[src/hdl/lfazc_pkg.sv]
// package: register map, field positions, reset values and timing for the lf auto-zero/carrier control block
package lfazc_pkg;
  // register byte offsets on the ahb-lite bus
  localparam logic [7:0] LFAZC_OFS_PAGE  = 8'h00;  // page select register
  localparam logic [7:0] LFAZC_OFS_AZCC  = 8'h04;  // auto-zero / carrier check control
  localparam logic [7:0] LFAZC_OFS_FEGD  = 8'h08;  // front-end gain / de-q control
  localparam logic [7:0] LFAZC_OFS_THR   = 8'h0C;  // edge-count threshold
  localparam logic [7:0] LFAZC_OFS_EVT   = 8'h10;  // event/status view
  // field positions
  localparam int LFAZC_RDLY_LSB  = 6;   // release delay [7:6]
  localparam int LFAZC_DEQ_ACTIVE_STATUS_BIT  = 5;   // de-q active status
  localparam int LFAZC_TRIG_LSB  = 3;   // trigger mode [4:3]
  localparam int LFAZC_ERRB_BIT  = 2;   // error behaviour
  localparam int LFAZC_CHK_LSB   = 0;   // carrier check [1:0]
  localparam int LFAZC_GAIN_LSB  = 6;   // third amp gain [7:6]
  localparam int LFAZC_FIN_LSB   = 4;   // final stage [5:4]
  localparam int LFAZC_DATA_AUTOZERO_ENABLE_BIT  = 3;   // data auto-zero enable
  localparam int LFAZC_RES_LSB   = 1;   // de-q resistor [2:1]
  localparam int LFAZC_DEQ_SYSTEM_ENABLE_BIT = 0;   // de-q enable
  // reset values
  localparam logic [7:0] LFAZC_AZCC_RST = 8'h00;
  localparam logic [7:0] LFAZC_FEGD_RST = 8'h00;
  localparam logic [2:0] LFAZC_THR_RST  = 3'h6;
  localparam logic       LFAZC_PAGE_RST = 1'b0;
  localparam logic [4:0] LFAZC_LFSR_RST = 5'h15;
  // timing: system clock 25 MHz, receiver clock 125 kHz
  localparam int LFAZC_CLK_KHZ   = 25000;
  localparam int LFAZC_RX_KHZ    = 125;
  localparam int LFAZC_HALF_CYC  = (LFAZC_CLK_KHZ / LFAZC_RX_KHZ) / 2;      // half rx period
  localparam int LFAZC_THREE_HALF = 3 * LFAZC_HALF_CYC;                      // 1.5 rx periods
  // carrier check packet lengths in us
  localparam int LFAZC_LONG_US   = 32;
  localparam int LFAZC_SHORT_US  = 8;
  localparam int LFAZC_LONG_CYC  = LFAZC_LONG_US * LFAZC_CLK_KHZ / 1000;
  localparam int LFAZC_SHORT_CYC = LFAZC_SHORT_US * LFAZC_CLK_KHZ / 1000;
  // error handling outcomes
  typedef enum logic [1:0] {
    LFAZC_ERR_NONE  = 2'b00,
    LFAZC_ERR_END   = 2'b01,
    LFAZC_ERR_SNIFF = 2'b10
  } lfazc_err_t;
endpackage : lfazc_pkg

[src/hdl/lfazc_ctrl.sv]
// lf receiver auto-zero, error behaviour and carrier check control with ahb-lite registers
//
// The implementer's own choices: register access over AHB-Lite and the placing of the registers.
`timescale 1ns/1ps
module lfazc_ctrl
  import lfazc_pkg::*;
#(
  parameter int GRP_W = 4  // width of the carrier group count n
) (
  input  wire logic             clk,
  input  wire logic             rst,
  input  wire logic             hsel,
  input  wire logic [7:0]       haddr,
  input  wire logic [1:0]       htrans,
  input  wire logic             hwrite,
  input  wire logic [2:0]       hsize,
  input  wire logic [31:0]      hwdata,
  input  wire logic             hready,
  output logic      [31:0]      hrdata,
  output logic                  hreadyout,
  output logic                  hresp,
  input  wire logic             dataIn,              // demodulated data pin
  input  wire logic             dataFrameIn,         // receiver in data receive mode
  input  wire logic             summerAzEnIn,        // summer auto-zero enable
  input  wire logic             rxErrIn,             // receive error pulse level
  input  wire logic             onTimeLeftIn,        // on time remaining
  input  wire logic             deqActiveIn,         // analog de-q really active
  input  wire logic             carrierPktIn,        // one packet seen (level)
  input  wire logic [GRP_W-1:0] carrierDetectTimeIn, // group count n
  output logic                  autozeroStart,
  output logic                  autozeroLine,
  output logic                  onTimeEnd,
  output logic                  sniffReturn,
  output logic                  carrierValidation,
  output logic      [1:0]       thirdAmpGain,
  output logic      [1:0]       finalStageSelect,
  output logic      [1:0]       deqResistorSelect,
  output logic                  deqSystemEnable
);

  // register state
  logic       pageQ;       // page select
  logic [7:0] azccQ;       // auto-zero / carrier check control (bit 5 not stored)
  logic [7:0] fegdQ;       // front-end gain / de-q control
  logic [2:0] thrQ;        // edge-count threshold
  // bus data phase state
  logic       wrPendQ;
  logic       rdPendQ;
  logic [7:0] addrQ;
  // synchronisers for pins
  logic [1:0] dataS, azS, errS, onS, deq_active_status, pktS;
  // auto-zero counting
  logic [3:0] edgeCntQ;
  logic       dataPrevQ;
  logic [4:0] lfsrQ;
  logic [3:0] targetQ;
  logic [8:0] relCntQ;     // release countdown, wide enough for 1.5 rx periods
  logic       azPrevQ;
  logic       errPrevQ;
  // carrier packet timing
  logic [9:0] pktLenQ;
  logic       pktPrevQ;
  logic [2:0] pktIdxQ;
  logic [GRP_W-1:0] grpCntQ;

  // field helpers
  wire [1:0] relDelay = azccQ[LFAZC_RDLY_LSB +: 2];
  wire [1:0] trigMode = azccQ[LFAZC_TRIG_LSB +: 2];
  wire       errBehav = azccQ[LFAZC_ERRB_BIT];
  wire [1:0] chkMode  = azccQ[LFAZC_CHK_LSB +: 2];
  wire       busGo    = hsel && hready && htrans[1];

  // edge threshold with random offset: lfsr bits pick -1, 0 or +1
  function automatic logic [3:0] offsetThr(input logic [2:0] t, input logic [1:0] r);
    logic [3:0] b;
    b = {1'b0, t};
    if (r == 2'b00 && b != 4'h0) begin
      offsetThr = b - 4'h1;
    end else if (r == 2'b01) begin
      offsetThr = b + 4'h1;
    end else begin
      offsetThr = b;
    end
  endfunction : offsetThr

  // two-flop synchronisers on every pin input except dataFrameIn and carrierDetectTimeIn
  always_ff @(posedge clk or posedge rst) begin
    if (rst) begin
      dataS <= 2'h0; azS <= 2'h0; errS <= 2'h0;
      onS <= 2'h0; deq_active_status <= 2'h0; pktS <= 2'h0;
    end else begin
      dataS <= {dataS[0], dataIn};
      azS   <= {azS[0], summerAzEnIn};
      errS  <= {errS[0], rxErrIn};
      onS   <= {onS[0], onTimeLeftIn};
      deq_active_status  <= {deq_active_status[0], deqActiveIn};
      pktS  <= {pktS[0], carrierPktIn};
    end
  end

  // ahb address phase capture; zero wait states
  always_ff @(posedge clk or posedge rst) begin
    if (rst) begin
      wrPendQ <= 1'b0;
      rdPendQ <= 1'b0;
      addrQ   <= 8'h00;
    end else begin
      wrPendQ <= busGo && hwrite;
      rdPendQ <= busGo && !hwrite;
      if (busGo) begin
        addrQ <= haddr;
      end
    end
  end

  // register writes; paged registers only with page set
  always_ff @(posedge clk or posedge rst) begin
    if (rst) begin
      pageQ <= LFAZC_PAGE_RST;
      azccQ <= LFAZC_AZCC_RST;
      fegdQ <= LFAZC_FEGD_RST;
      thrQ  <= LFAZC_THR_RST;
    end else if (wrPendQ) begin
      if (addrQ == LFAZC_OFS_PAGE) begin
        pageQ <= hwdata[0];
      end else if (addrQ == LFAZC_OFS_AZCC && pageQ) begin
        azccQ <= hwdata[7:0] & 8'hDF;
      end else if (addrQ == LFAZC_OFS_FEGD && pageQ) begin
        fegdQ <= hwdata[7:0];
      end else if (addrQ == LFAZC_OFS_THR && pageQ) begin
        thrQ <= hwdata[2:0];
      end
    end
  end

  // read data; paged locations read zero with page clear
  always_ff @(posedge clk or posedge rst) begin
    if (rst) begin
      hrdata <= 32'h0000_0000;
    end else if (busGo && !hwrite) begin
      if (haddr == LFAZC_OFS_PAGE) begin
        hrdata <= {31'h0, (wrPendQ && addrQ == LFAZC_OFS_PAGE) ? hwdata[0] : pageQ};
      end else if (haddr == LFAZC_OFS_AZCC && pageQ) begin
        hrdata <= {24'h0, azccQ[7:6], deq_active_status[1], azccQ[4:0]};
      end else if (haddr == LFAZC_OFS_FEGD && pageQ) begin
        hrdata <= {24'h0, fegdQ};
      end else if (haddr == LFAZC_OFS_THR && pageQ) begin
        hrdata <= {29'h0, thrQ};
      end else if (haddr == LFAZC_OFS_EVT) begin
        hrdata <= {28'h0, carrierValidation, sniffReturn, onTimeEnd, autozeroLine};
      end else begin
        hrdata <= 32'h0000_0000;
      end
    end else begin
      hrdata <= 32'h0000_0000;
    end
  end

  // bus answers: always ready, always okay
  always_ff @(posedge clk or posedge rst) begin
    if (rst) begin
      hreadyout <= 1'b1;
      hresp     <= 1'b0;
    end else begin
      hreadyout <= 1'b1;
      hresp     <= 1'b0;
    end
  end

  // front-end control outputs
  always_ff @(posedge clk or posedge rst) begin
    if (rst) begin
      thirdAmpGain      <= 2'h0;
      finalStageSelect  <= 2'h0;
      deqResistorSelect <= 2'h0;
      deqSystemEnable   <= 1'b0;
    end else begin
      thirdAmpGain      <= fegdQ[LFAZC_GAIN_LSB +: 2];
      finalStageSelect  <= fegdQ[LFAZC_FIN_LSB +: 2];
      deqResistorSelect <= fegdQ[LFAZC_RES_LSB +: 2];
      deqSystemEnable   <= fegdQ[LFAZC_DEQ_SYSTEM_ENABLE_BIT];
    end
  end

  // edge counting and trigger decision
  wire dataEdge = dataS[1] ^ dataPrevQ;
  wire thrHit   = edgeCntQ >= targetQ;
  logic trigOk;
  always_comb begin
    case (trigMode)
      2'b10:   trigOk = thrHit && !dataS[1];
      2'b11:   trigOk = thrHit && dataS[1];
      default: trigOk = thrHit;
    endcase
  end
  wire fire = dataFrameIn && fegdQ[LFAZC_DATA_AUTOZERO_ENABLE_BIT] && trigOk && !autozeroStart;

  // edge counter, target and lfsr
  always_ff @(posedge clk or posedge rst) begin
    if (rst) begin
      edgeCntQ  <= 4'h0;
      dataPrevQ <= 1'b0;
      lfsrQ     <= LFAZC_LFSR_RST;
      targetQ   <= {1'b0, LFAZC_THR_RST};
      autozeroStart <= 1'b0;
    end else begin
      dataPrevQ <= dataS[1];
      lfsrQ     <= {lfsrQ[3:0], lfsrQ[4] ^ lfsrQ[2]};
      autozeroStart <= fire;
      if (!dataFrameIn || fire) begin
        edgeCntQ <= 4'h0;
        targetQ  <= (trigMode == 2'b01) ? offsetThr(thrQ, lfsrQ[1:0]) : {1'b0, thrQ};
      end else if (dataEdge && edgeCntQ != 4'hF) begin
        edgeCntQ <= edgeCntQ + 4'h1;
      end
    end
  end

  // release delay: line follows summer enable rise, falls after delay
  always_ff @(posedge clk or posedge rst) begin
    if (rst) begin
      azPrevQ      <= 1'b0;
      relCntQ      <= 9'h000;
      autozeroLine <= 1'b0;
    end else begin
      azPrevQ <= azS[1];
      if (azS[1]) begin
        autozeroLine <= 1'b1;
        relCntQ      <= 9'h000;
      end else if (azPrevQ) begin
        case (relDelay)
          2'b10:   relCntQ <= 9'(LFAZC_HALF_CYC - 1);
          2'b11:   relCntQ <= 9'(LFAZC_THREE_HALF - 1);
          default: autozeroLine <= 1'b0;
        endcase
        if (relDelay[1] == 1'b0) begin
          relCntQ <= 9'h000;
        end
      end else if (relCntQ != 9'h000) begin
        relCntQ <= relCntQ - 9'h001;
      end else begin
        autozeroLine <= 1'b0;
      end
    end
  end

  // error behaviour on rising error
  always_ff @(posedge clk or posedge rst) begin
    if (rst) begin
      errPrevQ    <= 1'b0;
      onTimeEnd   <= 1'b0;
      sniffReturn <= 1'b0;
    end else begin
      errPrevQ    <= errS[1];
      onTimeEnd   <= errS[1] && !errPrevQ && !(errBehav && onS[1]);
      sniffReturn <= errS[1] && !errPrevQ && errBehav && onS[1];
    end
  end

  // carrier check: classify packet length, count per group
  wire       pktEnd  = pktPrevQ && !pktS[1];
  wire       isLong  = pktLenQ >= 10'(LFAZC_LONG_CYC - 1);
  wire       isShort = !isLong && pktLenQ >= 10'(LFAZC_SHORT_CYC - 1);
  logic       pktOk;
  logic       grpDone;
  always_comb begin
    case (chkMode)
      2'b01: begin
        pktOk   = (pktIdxQ == 3'h0) ? isLong : isShort;
        grpDone = pktIdxQ == 3'h4;
      end
      2'b10: begin
        pktOk   = isShort;
        grpDone = pktIdxQ == 3'h7;
      end
      default: begin
        pktOk   = isLong;
        grpDone = pktIdxQ == 3'h1;
      end
    endcase
  end

  // packet length measure and group counting
  always_ff @(posedge clk or posedge rst) begin
    if (rst) begin
      pktPrevQ <= 1'b0;
      pktLenQ  <= 10'h000;
      pktIdxQ  <= 3'h0;
      grpCntQ  <= '0;
      carrierValidation <= 1'b0;
    end else begin
      pktPrevQ <= pktS[1];
      carrierValidation <= 1'b0;
      if (pktS[1]) begin
        if (pktLenQ != 10'h3FF) begin
          pktLenQ <= pktLenQ + 10'h001;
        end
      end else begin
        pktLenQ <= 10'h000;
      end
      if (pktEnd) begin
        if (!pktOk) begin
          pktIdxQ <= 3'h0;
          grpCntQ <= '0;
        end else if (grpDone) begin
          pktIdxQ <= 3'h0;
          if (grpCntQ + 1'b1 >= carrierDetectTimeIn) begin
            carrierValidation <= 1'b1;
            grpCntQ <= '0;
          end else begin
            grpCntQ <= grpCntQ + 1'b1;
          end
        end else begin
          pktIdxQ <= pktIdxQ + 3'h1;
        end
      end
    end
  end
endmodule : lfazc_ctrl

[config.mk]
export PLATFORM = sky130hd
export DESIGN_NAME = lfazc_ctrl
export DESIGN_NICKNAME = d
export VERILOG_FILES = /design/src/hdl/lfazc_pkg.sv /design/src/hdl/lfazc_ctrl.sv
export SDC_FILE = /design/constraint.sdc
export NUM_CORES = 1
export LEC_CHECK = 0
export ABC_AREA = 1
export BUFFER_PORTS_ARGS = -buffer_cell sky130_fd_sc_hd__buf_2
export CAP_MARGIN = 25
export CORE_MARGIN = 1
export CORE_UTILIZATION = 54
export CTS_CLUSTER_SIZE = 24
export DETAILED_ROUTE_END_ITERATION = 6
export PLACE_DENSITY = 0.78
export SETUP_SLACK_MARGIN = 0.3
export SYNTH_ARGS = -nofsm -noshare
export SYNTH_HDL_FRONTEND = slang
export SYNTH_SLANG_ARGS = --single-unit
[constraint.sdc]
create_clock -name clk -period 4.2 [get_ports clk]
set_clock_uncertainty 0.05 [all_clocks]
set_input_delay 0.84 -clock clk [delete_from_list [all_inputs] [get_ports clk]]
set_output_delay 0.84 -clock clk [all_outputs]
set_load 0.05 [all_outputs]
==> flow_summary.yaml <==
grt:
  antenna_found_initial: 0
  gr-total-overflow: 0
  first_global_vias: 3575
  grt_pass1_wl_mm: 16.0
  grt_max_degree: 88
  grtUsageTotal: 0.213
worst_hold_path:
  hold_depth: 0
  hold_start: "dataS[0]"
  hold_path_class: "flip-flop to flip-flop"
  hold_path_end: "dataS[1]"
yosys:
  synthCells: 554
  synth_top_family_by_area: "simple AND/OR/NAND/NOR gates"
  yosys.area.top_type: "dfrtp_1"
  synth_mux_area_frac: 0.00229
  synth_cell_types: 39
  synth-compound-area-share: 0.102
  synth_seq_cells: 103
  yosys-top-cells-area: "dfrtp_1 49%, nand2_1 8.2%, inv_1 6.7%"
  synth_area_um2: 4910
  synth-xor-area-share: 0.0250
  synthSimpleGateAreaFrac: 0.183
  synth_top_area_frac: 0.490
  synth_warnings: 0
  synth_seq_area_share: 0.527
  avgSynthCellArea_um2: 8.86
  synth_fa_ha_area_frac: 0.0484
worst_setup_path:
  cp.required_ps: 4460
  crit_arrival_ps: 2470
  end_kind: "flip-flop"
  cpPeakStageDelay_ps: 450
  r2r-start: "grpCntQ[0]"
  r2r_end: "grpCntQ[2]"
  path_cells: "ha_1 -> ha_1 -> inv_1 -> a21oi_1 -> o21ai_0 -> nand2_1 -> a21oi_1 -> nand2_1 -> nor2_1 -> nand3_1 -> nand2_1"
  cp.buffers_inverters: 1
  critPathSlowestCell: "dfrtp_1"
  r2r_cells: 11
  crit_fanout: 5
  critPathMostFrequentCell: "nand2_1"
  r2r_setup_slack_ps: 2000
  critPathKind: "flip-flop to flip-flop"
  crit_path_start_kind: "flip-flop"
  crit_family: "adder cells"
cells_and_area:
  nets: 694
  layout_common_cells: "107 x nand2_1, 96 x dfrtp_1, 86 x inv_1, 52 x buf_2, 51 x o21ai_0"
  area_delta_synth_final_pct: 11.2
  mostFrequentLayoutCell: "nand2_1"
  drive_above_1_share: 0.152
  antenna_cells: 0
drt:
  drtPass1Iterations: 4
  wl_per_cell_um: 13.1
  finalWirelength_mm: 9.51
  first_iter_violations: 185
  vias: 3728
  drt-vias-per-instance: 5.13
  drc: 0
  antenna_left: 0
pwr:
  p_sw_frac: 0.309
  internal_power_mw: 1.55
  pwr-share-clk: 0.313
  totalPowerFinal_mw: 2.25
  power_density_nw_per_um2: 412
  p_seq_frac: 0.510
  p_switching_uw: 695
  p_leak_nw: 2.91
  peakVddDrop_uv: 232
  p_comb_frac: 0.177
clocking:
  cts_sinks: 103
  cts_setup_buffers: 0
  cts_max_level: 3
  cts_root_buf: "clkbuf_8"
  clk_pin_slew_ps: 100
  cts_tree: "built"
  clk-insertion-delay-late_ps: 370
  cts_hold_buf: 0
  clockBufferDepth: 2
  cts_buffers: 9
  cts-resized-gates: 0
placement:
  gp_congestion: 0.855
  portBuffers: 52
  hpwl_mm: 7.01
floorplanning:
  die_area_um2: 9470
  die_x_um: 97.3
  rows: 34
  core_area_um2: 8760
  fp.dieH_um: 97.3
  ioPinCount: 107
  start_util: 0.560
sta:
  slew_viol_final: 0
  slew_headroom: 0.575
  hold_ws_ps: 308
  hold_violations: 0
  fin_crit_ps: 2200
  setup_viol: 0
  timing.setup.tns_ps: 0
  fin_crit_sh: 0.525
  max_freq_mhz: 454
  worst_slew_pin_slew_ps: 636
  rsz0062_at_grt: "no"
job:
  max_cap_viol_count: 0
status:
  status: "complete, no violations"
## area by class of cell
type	instances	area (um2)
clock buffers	10	138
clock inverters	6	92.6
fillers	724	3310
inverters	89	337
multi-input cells	356	1870
flip-flops and latches	103	2590
well taps	108	135
repair buffers	55	303
## logic make-up after synthesis
| group | count (synthesis) |
|---|---|
| flops | 103 |
| buf+inv | 119 |
| other cells | 2 |
| compound gates | 90 |
| mux | 1 |
| fa+ha+maj | 19 |
| xor+xnor | 14 |
| simple gates | 206 |
## per-stage QoR
stage          setup slack, ps  instance area [um2]  cells   util
5_1_grt                   1840                 5460    727  0.623
3_5_place_dp              1770                 5200    710  0.593
2_1_floorplan              618                 5000    578      -
6_report                  2000                 5460    727  0.623
3_3_place_gp              1780                 5200    710  0.593
4_1_cts                   2020                 5430    726  0.620
## power groups by stage
stage | sequential (mW) | combinational, mW | clock (mW)
after detailed placement | 1.16 | 0.396 | 0
after CTS | 1.14 | 0.398 | 0.713
after floorplan | 1.18 | 0.291 | 0
final | 1.14 | 0.398 | 0.703
after global routing | 1.16 | 0.448 | 0.752
after global placement | 1.16 | 0.377 | 0
## per-layer routing
layer / routed length [um] / global-route usage / vias up
li1: - / - / 1843
met1: 4200 / 0.260 / 1792
met2: 4850 / 0.375 / 79
met3: 353 / 0.0554 / 14
met4: 113 / 0.0566 / 0
met5: 0 / 0 / -
## synth_stat cells
cell and instances:
xor2_1 11, a21oi_1 16, a41oi_1 1, o21ai_1 3
conb_1 2, nand3b_1 1, nand3_1 20, nand2_4 1
o21ai_0 51, nor2_1 40, dfrtp_1 96, a311oi_1 1
a211oi_1 2, buf_4 26, o21a_1 1, o211ai_1 5
nand3_4 1, a31oi_1 6, nand2_1 107, mux2_2 1
nor3b_1 1, or2_1 1, nand2_2 7, xnor2_1 3
and3_1 1, a22oi_1 1, clkbuf_1 3, a21oi_2 1
inv_2 2, nor3_1 14, inv_1 87, nand4_1 7
dfstp_2 7, a21boi_2 1, nor4_1 4, buf_2 1
o22ai_1 1, nor2_2 1, ha_1 19
## flip-flops by register name, summed over array words and instances, names as in the netlist, 3 cells and up
| signal | flops |
|---|---|
| pktLenQ | 10 |
| relCntQ | 9 |
| addrQ | 8 |
| fegdQ | 8 |
| hrdata | 8 |
| azccQ | 7 |
| lfsrQ | 5 |
| edgeCntQ | 4 |
| grpCntQ | 4 |
| targetQ | 4 |
| pktIdxQ | 3 |
| thrQ | 3 |
## how the worst max path moves through the flow
| stage | slack (ps) | from | endpoint | depth (start not counted) |
|---|---|---|---|---|
| finish | 2000 | grpCntQ[0] | grpCntQ[2] | 11 |
| detailed placement | 1770 | haddr[0] | hrdata[0] | 8 |
| floorplan | 620 | rst | addrQ[0] | 1 |
| global placement | 1780 | htrans[1] | hrdata[1] | 7 |
| CTS | 2020 | grpCntQ[0] | grpCntQ[3] | 11 |
| global route | 1840 | grpCntQ[0] | grpCntQ[2] | 11 |
Power figures use the tool's default switching activity.
